<file path="config.mk">
export PLATFORM = sky130hd
export DESIGN_NAME = sci_slave
export DESIGN_NICKNAME = d
export VERILOG_FILES = /design/src/hdl/sci_pkg.sv /design/src/hdl/sci_line_if.sv /design/src/hdl/sci_cond.sv /design/src/hdl/sci_slave.sv /design/src/hdl/sci_sync.sv
export VERILOG_INCLUDE_DIRS = /design/src /design/src/hdl
export SDC_FILE = /design/constraint.sdc
export NUM_CORES = 1
export LEC_CHECK = 0
export ABC_AREA = 1
export ABC_CLOCK_PERIOD_IN_PS = 5430
export BUFFER_PORTS_ARGS = -buffer_cell sky130_fd_sc_hd__buf_4
export CORE_MARGIN = 1.5
export CORE_UTILIZATION = 59
export CTS_CLUSTER_DIAMETER = 30
export CTS_CLUSTER_SIZE = 30
export DETAILED_ROUTE_END_ITERATION = 7
export HOLD_SLACK_MARGIN = 0.02
export PLACE_DENSITY_LB_ADDON = 0.12
export SYNTH_ARGS = -nofsm -noshare
export SYNTH_HDL_FRONTEND = slang
export SYNTH_SLANG_ARGS = --single-unit
</file>
<file path="constraint.sdc">
create_clock -name core_clk_i -period 5.43 [get_ports core_clk_i]
set_clock_uncertainty 0.1 [all_clocks]
set_input_delay 0.8145 -clock core_clk_i [delete_from_list [all_inputs] [get_ports core_clk_i]]
set_output_delay 0.8145 -clock core_clk_i [all_outputs]
set_load 0.02 [all_outputs]
</file>
<file path="src/hdl/sci_defs.svh">
// Register offsets, field positions, reset values and timing figures
`ifndef SCI_DEFS_SVH
`define SCI_DEFS_SVH

`define SCI_CTRL_OFS 8'h00
`define SCI_DEFPTR_OFS 8'h04
`define SCI_TXD_OFS 8'h08
`define SCI_STAT_OFS 8'h0C

`define SCI_CTRL_MODE_BIT 0
`define SCI_CTRL_SUB_LSB 1
`define SCI_STAT_WIN_BIT 0
`define SCI_STAT_BUSY_BIT 1
`define SCI_STAT_RXV_BIT 2
`define SCI_STAT_PTR_LSB 8
`define SCI_STAT_RXD_LSB 16

`define SCI_MODE_RST 1'b1
`define SCI_SUB_RST 2'h0
`define SCI_DEFPTR_RST 8'h00
`define SCI_TXD_RST 8'h00

// Upper five address bits; value is arbitrary
`define SCI_ADDR_HI 5'h0B
`define SCI_BYTE_BITS 4'h8

`define SCI_CLK_MHZ 50
`define SCI_WIN_US 2000
`define SCI_HS_US 10000
`define SCI_CONV_US 5000

`endif

</file>
<file path="src/hdl/sci_pkg.sv">
// Types shared by the sensor comms slave modules
package sci_pkg;

   // Link states, Gray coded along start, address, ack, write data
   typedef enum logic [2:0] {
      ST_IDLE = 3'h0,
      ST_ADDR = 3'h1,
      ST_ACK = 3'h3,
      ST_RX = 3'h2,
      ST_TX = 3'h6,
      ST_MACK = 3'h7,
      ST_IGN = 3'h5
   } sci_st_type;

   // All state of the slave top
   typedef struct packed {
      sci_st_type st;
      logic [3:0] bcnt;
      logic [7:0] sh;
      logic rw;
      logic nack;
      logic first;
      logic sda_oe;
      logic rdy_oe;
      logic zero;
      logic win;
      logic xfer;
      logic [19:0] tmr;
      logic [19:0] hs;
      logic [7:0] ptr;
      logic [7:0] rxd;
      logic rxv;
      logic mode;
      logic [1:0] sub;
      logic [7:0] defptr;
      logic [7:0] txd;
      logic [31:0] prdata;
      logic pready;
      logic pslverr;
   } sci_state_type;

endpackage

</file>
<file path="src/hdl/sci_line_if.sv">
// Synchronised bus levels and bus events between detector and slave
`timescale 1ns/10ps
`default_nettype none

interface sci_line_if;
   logic sda;
   logic idle;
   logic start;
   logic stop;
   logic rise;
   logic fall;
   modport src (output sda, idle, start, stop, rise, fall);
   modport snk (input sda, idle, start, stop, rise, fall);
endinterface

`default_nettype wire

</file>
<file path="src/hdl/sci_cond.sv">
// Start, stop and clock edge detector on the synchronised bus lines
`timescale 1ns/10ps
`default_nettype none

module sci_cond (
   input wire logic clk_i, // Core clock
   input wire logic rst_i, // Async reset, high
   input wire logic scl_i, // Synchronised clock line
   input wire logic sda_i, // Synchronised data line
   sci_line_if.src l // Events to the slave
);
   typedef struct packed {
      logic scl;
      logic sda;
      logic idle;
      logic start;
      logic stop;
      logic rise;
      logic fall;
   } sci_cond_type;

   sci_cond_type s_q, s_d;

   // Data moving under a high clock is only ever start or stop
   always_comb begin
      s_d.scl = scl_i;
      s_d.sda = sda_i;
      s_d.idle = scl_i & sda_i;
      s_d.start = s_q.scl & scl_i & s_q.sda & ~sda_i;
      s_d.stop = s_q.scl & scl_i & ~s_q.sda & sda_i;
      s_d.rise = ~s_q.scl & scl_i;
      s_d.fall = s_q.scl & ~scl_i;
   end

   always_ff @(posedge clk_i or posedge rst_i) begin
      if (rst_i) begin
         s_q <= 7'h70; // Idle bus level, so no false edge after reset
      end else begin
         s_q <= s_d;
      end
   end

   assign l.sda = s_q.sda;
   assign l.idle = s_q.idle;
   assign l.start = s_q.start;
   assign l.stop = s_q.stop;
   assign l.rise = s_q.rise;
   assign l.fall = s_q.fall;
endmodule

`default_nettype wire

</file>
<file path="src/hdl/sci_slave.sv">
// Two-wire slave with communication window, ready line and APB registers
`timescale 1ns/10ps
`default_nettype none

`include "sci_defs.svh"

module sci_slave import sci_pkg::*; #(
   parameter int WIN_CYC = `SCI_WIN_US * `SCI_CLK_MHZ,
   parameter int HS_CYC = `SCI_HS_US * `SCI_CLK_MHZ,
   parameter int CONV_CYC = `SCI_CONV_US * `SCI_CLK_MHZ
) (
   input wire logic core_clk_i, // 50 MHz core clock
   input wire logic rst_i, // Async reset, high
   input wire logic psel_i, // APB select
   input wire logic penable_i, // APB enable
   input wire logic pwrite_i, // APB direction, high writes
   input wire logic [7:0] paddr_i, // APB byte address
   input wire logic [31:0] pwdata_i, // APB write data
   output logic [31:0] prdata_o, // APB read data
   output logic pready_o, // APB ready
   output logic pslverr_o, // APB error on unmapped address
   input wire logic scl_i, // Serial clock pin level
   input wire logic sda_i, // Serial data pin level
   output logic sda_o, // Data drive level, always low
   output logic sda_oe_o, // Pulls data low when high
   input wire logic rdy_i, // Ready pin level
   output logic rdy_o, // Ready drive level, always low
   output logic rdy_oe_o // Pulls ready low when high
);
   localparam logic [19:0] WIN_LAST = 20'(WIN_CYC - 1);
   localparam logic [19:0] HS_LAST = 20'(HS_CYC - 1);
   localparam logic [19:0] CONV_LAST = 20'(CONV_CYC - 1);

   sci_state_type s_q, s_d;
   logic [2:0] sync_w;
   logic scl_s, sda_s, rdy_s;
   logic [6:0] own_addr;
   logic rx_set;
   logic rx_clr;
   logic open_now;
   logic [31:0] rd;
   logic acc_w;

   sci_line_if l ();

   // All three pins cross into the core clock first
   sci_sync #(
      .W(3)
   ) u_sync (
      .clk_i(core_clk_i),
      .rst_i(rst_i),
      .d_i({scl_i, sda_i, rdy_i}),
      .q_o(sync_w)
   );

   assign scl_s = sync_w[2]; // clock is observed, never driven
   assign sda_s = sync_w[1];
   assign rdy_s = sync_w[0];

   sci_cond u_cond (
      .clk_i(core_clk_i),
      .rst_i(rst_i),
      .scl_i(scl_s),
      .sda_i(sda_s),
      .l(l)
   );

   // Fixed upper bits plus the two settable sub-address bits
   assign own_addr = {`SCI_ADDR_HI, s_q.sub};

   // Register read mux, sampled during the setup cycle
   always_comb begin
      rd = 32'h0000_0000;
      case (paddr_i)
         `SCI_CTRL_OFS: begin
            rd[`SCI_CTRL_MODE_BIT] = s_q.mode;
            rd[`SCI_CTRL_SUB_LSB +: 2] = s_q.sub;
         end
         `SCI_DEFPTR_OFS: begin
            rd[7:0] = s_q.defptr;
         end
         `SCI_TXD_OFS: begin
            rd[7:0] = s_q.txd;
         end
         `SCI_STAT_OFS: begin
            rd[`SCI_STAT_WIN_BIT] = s_q.win;
            rd[`SCI_STAT_BUSY_BIT] = (s_q.st != ST_IDLE) && (s_q.st != ST_IGN);
            rd[`SCI_STAT_RXV_BIT] = s_q.rxv;
            rd[`SCI_STAT_PTR_LSB +: 8] = s_q.ptr;
            rd[`SCI_STAT_RXD_LSB +: 8] = s_q.rxd;
         end
         default: begin
            rd = 32'h0000_0000;
         end
      endcase
   end

   // Next state: serial link, window control, then register bus
   always_comb begin
      s_d = s_q;
      rx_set = 1'b0;
      rx_clr = 1'b0;
      open_now = 1'b0;
      s_d.zero = 1'b0;

      // Serial link; start and stop are honoured in every state
      if (l.start) begin
         s_d.st = ST_ADDR;
         s_d.bcnt = 4'h0;
         s_d.sda_oe = 1'b0;
      end else if (l.stop) begin
         s_d.st = ST_IDLE;
         s_d.sda_oe = 1'b0;
      end else begin
         case (s_q.st)
            ST_ADDR, ST_RX: begin
               if (l.rise && (s_q.bcnt != `SCI_BYTE_BITS)) begin
                  // Sample on the high phase, MSB first
                  s_d.sh = {s_q.sh[6:0], l.sda};
                  s_d.bcnt = s_q.bcnt + 4'h1;
               end else if (l.fall && (s_q.bcnt == `SCI_BYTE_BITS)) begin
                  if (s_q.st == ST_ADDR) begin
                     // Own address and open window, else stay off the bus
                     if (s_q.win && (s_q.sh[7:1] == own_addr)) begin
                        s_d.sda_oe = 1'b1;
                        s_d.st = ST_ACK;
                        s_d.rw = s_q.sh[0];
                        s_d.first = 1'b1;
                     end else begin
                        s_d.st = ST_IGN;
                     end
                  end else begin
                     // First write byte sets the pointer, later ones are data
                     s_d.sda_oe = 1'b1;
                     s_d.st = ST_ACK;
                     if (s_q.first) begin
                        s_d.ptr = s_q.sh;
                        s_d.first = 1'b0;
                     end else begin
                        s_d.rxd = s_q.sh;
                        rx_set = 1'b1;
                        s_d.ptr = s_q.ptr + 8'h01;
                     end
                  end
               end
            end
            ST_ACK: begin
               // Ack held across the whole ninth pulse; on its fall, released for a write, or set to the first data bit for a read
               if (l.fall) begin
                  s_d.bcnt = 4'h0;
                  if (s_q.rw) begin
                     s_d.sh = s_q.txd;
                     s_d.sda_oe = ~s_q.txd[7];
                     s_d.st = ST_TX;
                  end else begin
                     s_d.sda_oe = 1'b0;
                     s_d.st = ST_RX;
                  end
               end
            end
            ST_TX: begin
               if (l.rise && (s_q.bcnt != `SCI_BYTE_BITS)) begin
                  s_d.sh = {s_q.sh[6:0], 1'b0};
                  s_d.bcnt = s_q.bcnt + 4'h1;
               end else if (l.fall) begin
                  if (s_q.bcnt == `SCI_BYTE_BITS) begin
                     // Free the line for the master's acknowledge
                     s_d.sda_oe = 1'b0;
                     s_d.st = ST_MACK;
                     s_d.ptr = s_q.ptr + 8'h01;
                  end else begin
                     s_d.sda_oe = ~s_q.sh[7];
                  end
               end
            end
            ST_MACK: begin
               if (l.rise) begin
                  s_d.nack = l.sda;
               end else if (l.fall) begin
                  if (s_q.nack) begin
                     s_d.st = ST_IGN;
                  end else begin
                     s_d.sh = s_q.txd;
                     s_d.sda_oe = ~s_q.txd[7];
                     s_d.bcnt = 4'h0;
                     s_d.st = ST_TX;
                  end
               end
            end
            default: begin
               // Idle or another slave's traffic: wait for start or stop
               s_d.sda_oe = 1'b0;
            end
         endcase
      end

      // Window control
      if (s_q.win) begin
         if (l.start) begin
            s_d.xfer = 1'b1;
         end
         if (l.stop) begin
            // Stop ends the window even in the middle of a sequence
            s_d.win = 1'b0;
            s_d.rdy_oe = 1'b0;
            s_d.tmr = 20'h0_0000;
         end else if (s_q.mode && !s_q.xfer && !l.start) begin
            if (s_q.tmr == WIN_LAST) begin
               s_d.win = 1'b0;
               s_d.rdy_oe = 1'b0;
               s_d.tmr = 20'h0_0000;
            end else begin
               s_d.tmr = s_q.tmr + 20'h0_0001;
            end
         end
         s_d.hs = 20'h0_0000;
      end else begin
         // Conversion cycle runs while the window is closed
         if (s_q.tmr == CONV_LAST) begin
            open_now = 1'b1;
         end else begin
            s_d.tmr = s_q.tmr + 20'h0_0001;
         end
         // Master-held ready low; window opens when it lets go, if the hold count reached HS_LAST
         if (!rdy_s) begin
            if (s_q.hs != HS_LAST) begin
               s_d.hs = s_q.hs + 20'h0_0001;
            end
         end else begin
            if (s_q.hs == HS_LAST) begin
               open_now = 1'b1;
            end
            s_d.hs = 20'h0_0000;
         end
      end
      if (open_now) begin
         s_d.win = 1'b1;
         s_d.rdy_oe = 1'b1;
         s_d.ptr = s_q.defptr;
         s_d.xfer = 1'b0;
         s_d.tmr = 20'h0_0000;
         s_d.hs = 20'h0_0000;
      end

      // APB slave: answer one cycle after setup, act at the access edge
      s_d.pready = psel_i & ~penable_i;
      s_d.pslverr = 1'b0;
      if (psel_i && !penable_i) begin
         s_d.prdata = pwrite_i ? 32'h0000_0000 : rd;
         s_d.pslverr = (paddr_i != `SCI_CTRL_OFS) && (paddr_i != `SCI_DEFPTR_OFS)
            && (paddr_i != `SCI_TXD_OFS) && (paddr_i != `SCI_STAT_OFS);
      end else begin
         s_d.prdata = s_q.prdata;
      end
      if (acc_w && pwrite_i) begin
         case (paddr_i)
            `SCI_CTRL_OFS: begin
               s_d.mode = pwdata_i[`SCI_CTRL_MODE_BIT];
               s_d.sub = pwdata_i[`SCI_CTRL_SUB_LSB +: 2];
            end
            `SCI_DEFPTR_OFS: begin
               s_d.defptr = pwdata_i[7:0];
            end
            `SCI_TXD_OFS: begin
               s_d.txd = pwdata_i[7:0];
            end
            `SCI_STAT_OFS: begin
               rx_clr = pwdata_i[`SCI_STAT_RXV_BIT];
            end
            default: begin
               rx_clr = 1'b0;
            end
         endcase
      end
      // A byte landing in the clearing cycle keeps its flag
      s_d.rxv = (s_q.rxv & ~rx_clr) | rx_set;
   end

   assign acc_w = psel_i & penable_i & s_q.pready;

   // State register
   always_ff @(posedge core_clk_i or posedge rst_i) begin
      if (rst_i) begin
         s_q <= '0;
         s_q.st <= ST_IDLE;
         s_q.mode <= `SCI_MODE_RST;
         s_q.sub <= `SCI_SUB_RST;
         s_q.defptr <= `SCI_DEFPTR_RST;
         s_q.txd <= `SCI_TXD_RST;
      end else begin
         s_q <= s_d;
      end
   end

   // Outputs straight from the state register
   assign prdata_o = s_q.prdata;
   assign pready_o = s_q.pready;
   assign pslverr_o = s_q.pslverr;
   assign sda_o = s_q.zero;
   assign sda_oe_o = s_q.sda_oe;
   assign rdy_o = s_q.zero;
   assign rdy_oe_o = s_q.rdy_oe;
endmodule

`default_nettype wire

</file>
<file path="src/hdl/sci_sync.sv">
// Two flip-flop synchroniser for pins from outside the clock domain
`timescale 1ns/10ps
`default_nettype none

module sci_sync #(
   parameter int W = 1
) (
   input wire logic clk_i, // Core clock
   input wire logic rst_i, // Async reset, high
   input wire logic [W-1:0] d_i, // Asynchronous levels
   output logic [W-1:0] q_o // Synchronised levels
);
   typedef struct packed {
      logic [W-1:0] meta;
      logic [W-1:0] stab;
   } sci_sync_type;

   sci_sync_type s_q, s_d;

   // First stage feeds only the second stage
   always_comb begin
      s_d.meta = d_i;
      s_d.stab = s_q.meta;
   end

   // Lines idle high, so reset to high
   always_ff @(posedge clk_i or posedge rst_i) begin
      if (rst_i) begin
         s_q <= '1;
      end else begin
         s_q <= s_d;
      end
   end

   assign q_o = s_q.stab;
endmodule

`default_nettype wire

</file>
==> results.py <==
metrics = {
    "clocking": {
        "clk_pin_slew_ns": 0.05,
        "cts_tree": "yes",
        "htree_levels": 4,
        "clk_latency_ns": 0.42,
        "cts.sinks": 136,
        "cts_made_buffers": 17,
        "cts-root-buf": "clkbuf_16",
        "cts_hold_buf": 0,
        "cts_resized": 0,
        "clock_path_buffers": 2,
        "cts_setup_buffers": 0,
    },
    "worst_setup_path": {
        "worst_ep_required_time_ns": 5.66,
        "cp_slowest_cell": "dfrtp_1",
        "cp-start-kind": "register",
        "rrSetupSlack_ns": 3.12,
        "setup.worst_path.start": "s_q[111]",
        "arrival_ns": 2.55,
        "reg2regPathDepth": 5,
        "crit_end": "s_q[71]",
        "crit_chain": "inv_1 > nand3_1 > inv_1 > nand3_1 > o21ai_0",
        "critical_path.max_fanout": 14,
        "r2r_start": "s_q[111]",
        "cpPeakStageDelay_ns": 0.52,
        "crit_type": "reg2reg",
        "cp-end-kind": "register",
        "r2r-end": "s_q[71]",
    },
    "sta": {
        "timing.final.crit_share_pct": 42.62,
        "clock.fmax_ghz": 0.4321,
        "setup_violations": 0,
        "holdWs_ns": 0.2557,
        "fin_tns_setup_ns": 0,
        "maxSlewHeadroom_pct": 38.91,
        "hold_violations": 0,
        "min_period_ns": 2.314,
        "worst_pin_slew_ns": 0.9163,
        "drv_slew": 0,
        "rsz0062_at_grt": "no",
    },
    "drt": {
        "detail-route-antenna-nets": 0,
        "wirelength_um": 16440,
        "wl_met1_um": 8041,
        "wl_per_cell_um": 14.28,
        "drt_iter0_drc": 497,
        "met2_length_um": 7362,
        "met3_length_um": 853,
        "dr.pass1.iters": 5,
        "top_layer": "met4",
        "drc": 0,
        "vias": 6289,
        "via_per_inst": 5.464,
    },
    "finish": {
        "drive_gt1_share_pct": 13.12,
        "instances_no_fill": 1151,
        "area_delta_synth_final_pct": 12.07,
        "register_area_um2": 3415,
        "fin_util_pct": 68.61,
        "fillCellCount": 1064,
        "nets": 1023,
        "multi_input_area_um2": 3212,
        "n_antenna_cell": 0,
    },
    "floorplan": {
        "io_pins": 86,
        "core_um2": 12110,
        "num_rows": 40,
        "die_h_um": 115.1,
        "initial_core_util_pct": 61.22,
        "dieArea_um2": 13250,
        "die_w_um": 115.1,
    },
    "yosys": {
        "ys_ff_latch": 136,
        "synth_cell_types": 43,
        "yosysSeqAreaShare_pct": 46.05,
        "synth_area_leader_cell": "dfrtp_1",
        "synthMostInstantiatedCell": "nand2_1",
        "synth_top_area_share_pct": 42.86,
        "avgSynthCellArea_um2": 7.821,
        "synthCells": 948,
        "synth_edf_count": 0,
        "synthTopCellsByCount": "nand2_1, dfrtp_1, nor2_1",
        "yosys_warnings": 0,
        "ys_async_sr_fraction_pct": 100.0,
        "synth_ff_type": "dfrtp_1",
        "ys_top_cells_by_area": "dfrtp_1, nand2_1, nor2_1",
        "synthesis.area_um2": 7415,
    },
    "power": {
        "power_frac_clock_pct": 40.0,
        "ir_worst_vdd_mv": 0.3713,
        "p_seq_share_pct": 38.7,
        "switching_share_pct": 31.29,
        "power.total_w": 0.003126,
        "p_sw_w": 0.0009780,
        "p_int_w": 0.002148,
        "powerDensity_nw_per_um2": 376.2,
        "leakage_nw": 4.093,
        "p_comb_share_pct": 21.3,
    },
    "global_route": {
        "antenna_found_initial": 0,
        "grt_pass1_vias": 5552,
        "globalRouteTotalUtil_pct": 26.64,
        "grt_pass1_wl_um": 27510,
        "grt_overflow": 0,
        "grt_max_degree": 105,
    },
    "place": {
        "io_buffers": 51,
        "globalplace.congestion": 0.8895,
        "hpwlAfterDp_um": 11570,
        "dp.cells": 1119,
    },
    "min_path": {
        "hold_class": "reg2reg",
    },
    "job": {
        "cap_violations": 0,
    },
    "outcome": {
        "status": "complete, no violations",
    },
}
## stage by stage
step / area [µm²] / worst slack, ns
floorplan: 7448 / 0.8909
global placement: 7664 / 3.099
detailed placement: 7664 / 3.066
CTS: 8309 / 3.140
global route: 8309 / 2.899
finish: 8309 / 3.116
## routing by layer
metal / up-vias / track usage [%]
li1: 3118 / -
met1: 2982 / 40.30
met2: 175 / 38.53
met3: 14 / 6.220
met4: 0 / 7.243
met5: - / 0
## how the worst min path moves through the flow
stage / from / end / slack, ns / depth (start not counted)
floorplan: u_sync.s_d[0] / u_sync.q_o[0] / 0.25 / 0
global placement: u_sync.s_d[0] / u_sync.q_o[0] / 0.25 / 0
detailed placement: u_sync.s_d[1] / u_sync.q_o[1] / 0.25 / 0
CTS: u_sync.s_d[1] / u_sync.q_o[1] / 0.26 / 0
global route: u_sync.s_d[1] / u_sync.q_o[1] / 0.26 / 0
finish: u_sync.s_d[1] / u_sync.q_o[1] / 0.26 / 0
## kinds of logic after synthesis
group | Yosys count | synth area share (%)
adders and majority gates | 5 | 0.8437
buffers and inverters | 172 | 11.09
xor gates and xnor gates | 17 | 2.008
and+or+nand+nor | 467 | 27.54
other | 1 | 0.05058
DFF | 136 | 46.05
AOI/OAI and AO/OA | 150 | 12.42
## final cells by class
class,count,share of cell area [%]
tap,168,2.530
sequential,136,41.09
multi-input combinational,649,38.65
clock inverter,13,2.439
inverter,113,5.165
clock buffer,19,5.331
timing repair buffer,53,4.788
## cell usage in the layout, fill, tap and decap left out, types with 2 or more instances in the layout
cell        instances
clkinv_4            2
nand3_2             3
clkinvlp_4          2
nor2_2              4
nand4_1            24
bufinv_16           5
nand2_2             6
ha_1                5
conb_1             10
nand3_1            75
o21ai_2             9
nor3_1             19
clkinv_2            4
nor2_1            105
a22o_1              6
a21oi_1            40
nor4_1              2
o31ai_1             2
dfrtp_1           127
o21ai_0            62
a31oi_1             5
inv_2               8
clkinv_1            2
buf_4              53
a32o_1             16
a211oi_1            3
xor2_1             16
dfstp_2             9
nand2_1           217
clkbuf_16          17
nand3b_1            5
nand2_4             2
o21ai_1             2
nor2_4              2
inv_1             102
## critical path: cells and delay by family, from the launching register on
kind / cells / cell delay [ns]
and+or+nand+nor: 2 / 0.66
buffers and inverters: 2 / 0.85
AOI/OAI and AO/OA: 1 / 0.10
DFF: 1 / 0.52
## state kept, by name, indices dropped and copies added (netlist names), 2 cells and up
signal      cells
u_sync.q_o      3
prdata_o       24
own_addr        2
s_q            94
u_sync.s_d      3
## power groups by stage
stage                     clock (W)  combinational (W)  sequential [W]
after global placement            0           0.000647         0.00122
final                       0.00125           0.000667         0.00121
after global routing        0.00132           0.000773         0.00122
after CTS                   0.00127           0.000664         0.00121
after detailed placement          0           0.000655         0.00122
after floorplan                   0           0.000534         0.00119
(Power assumes the default switching activity.)
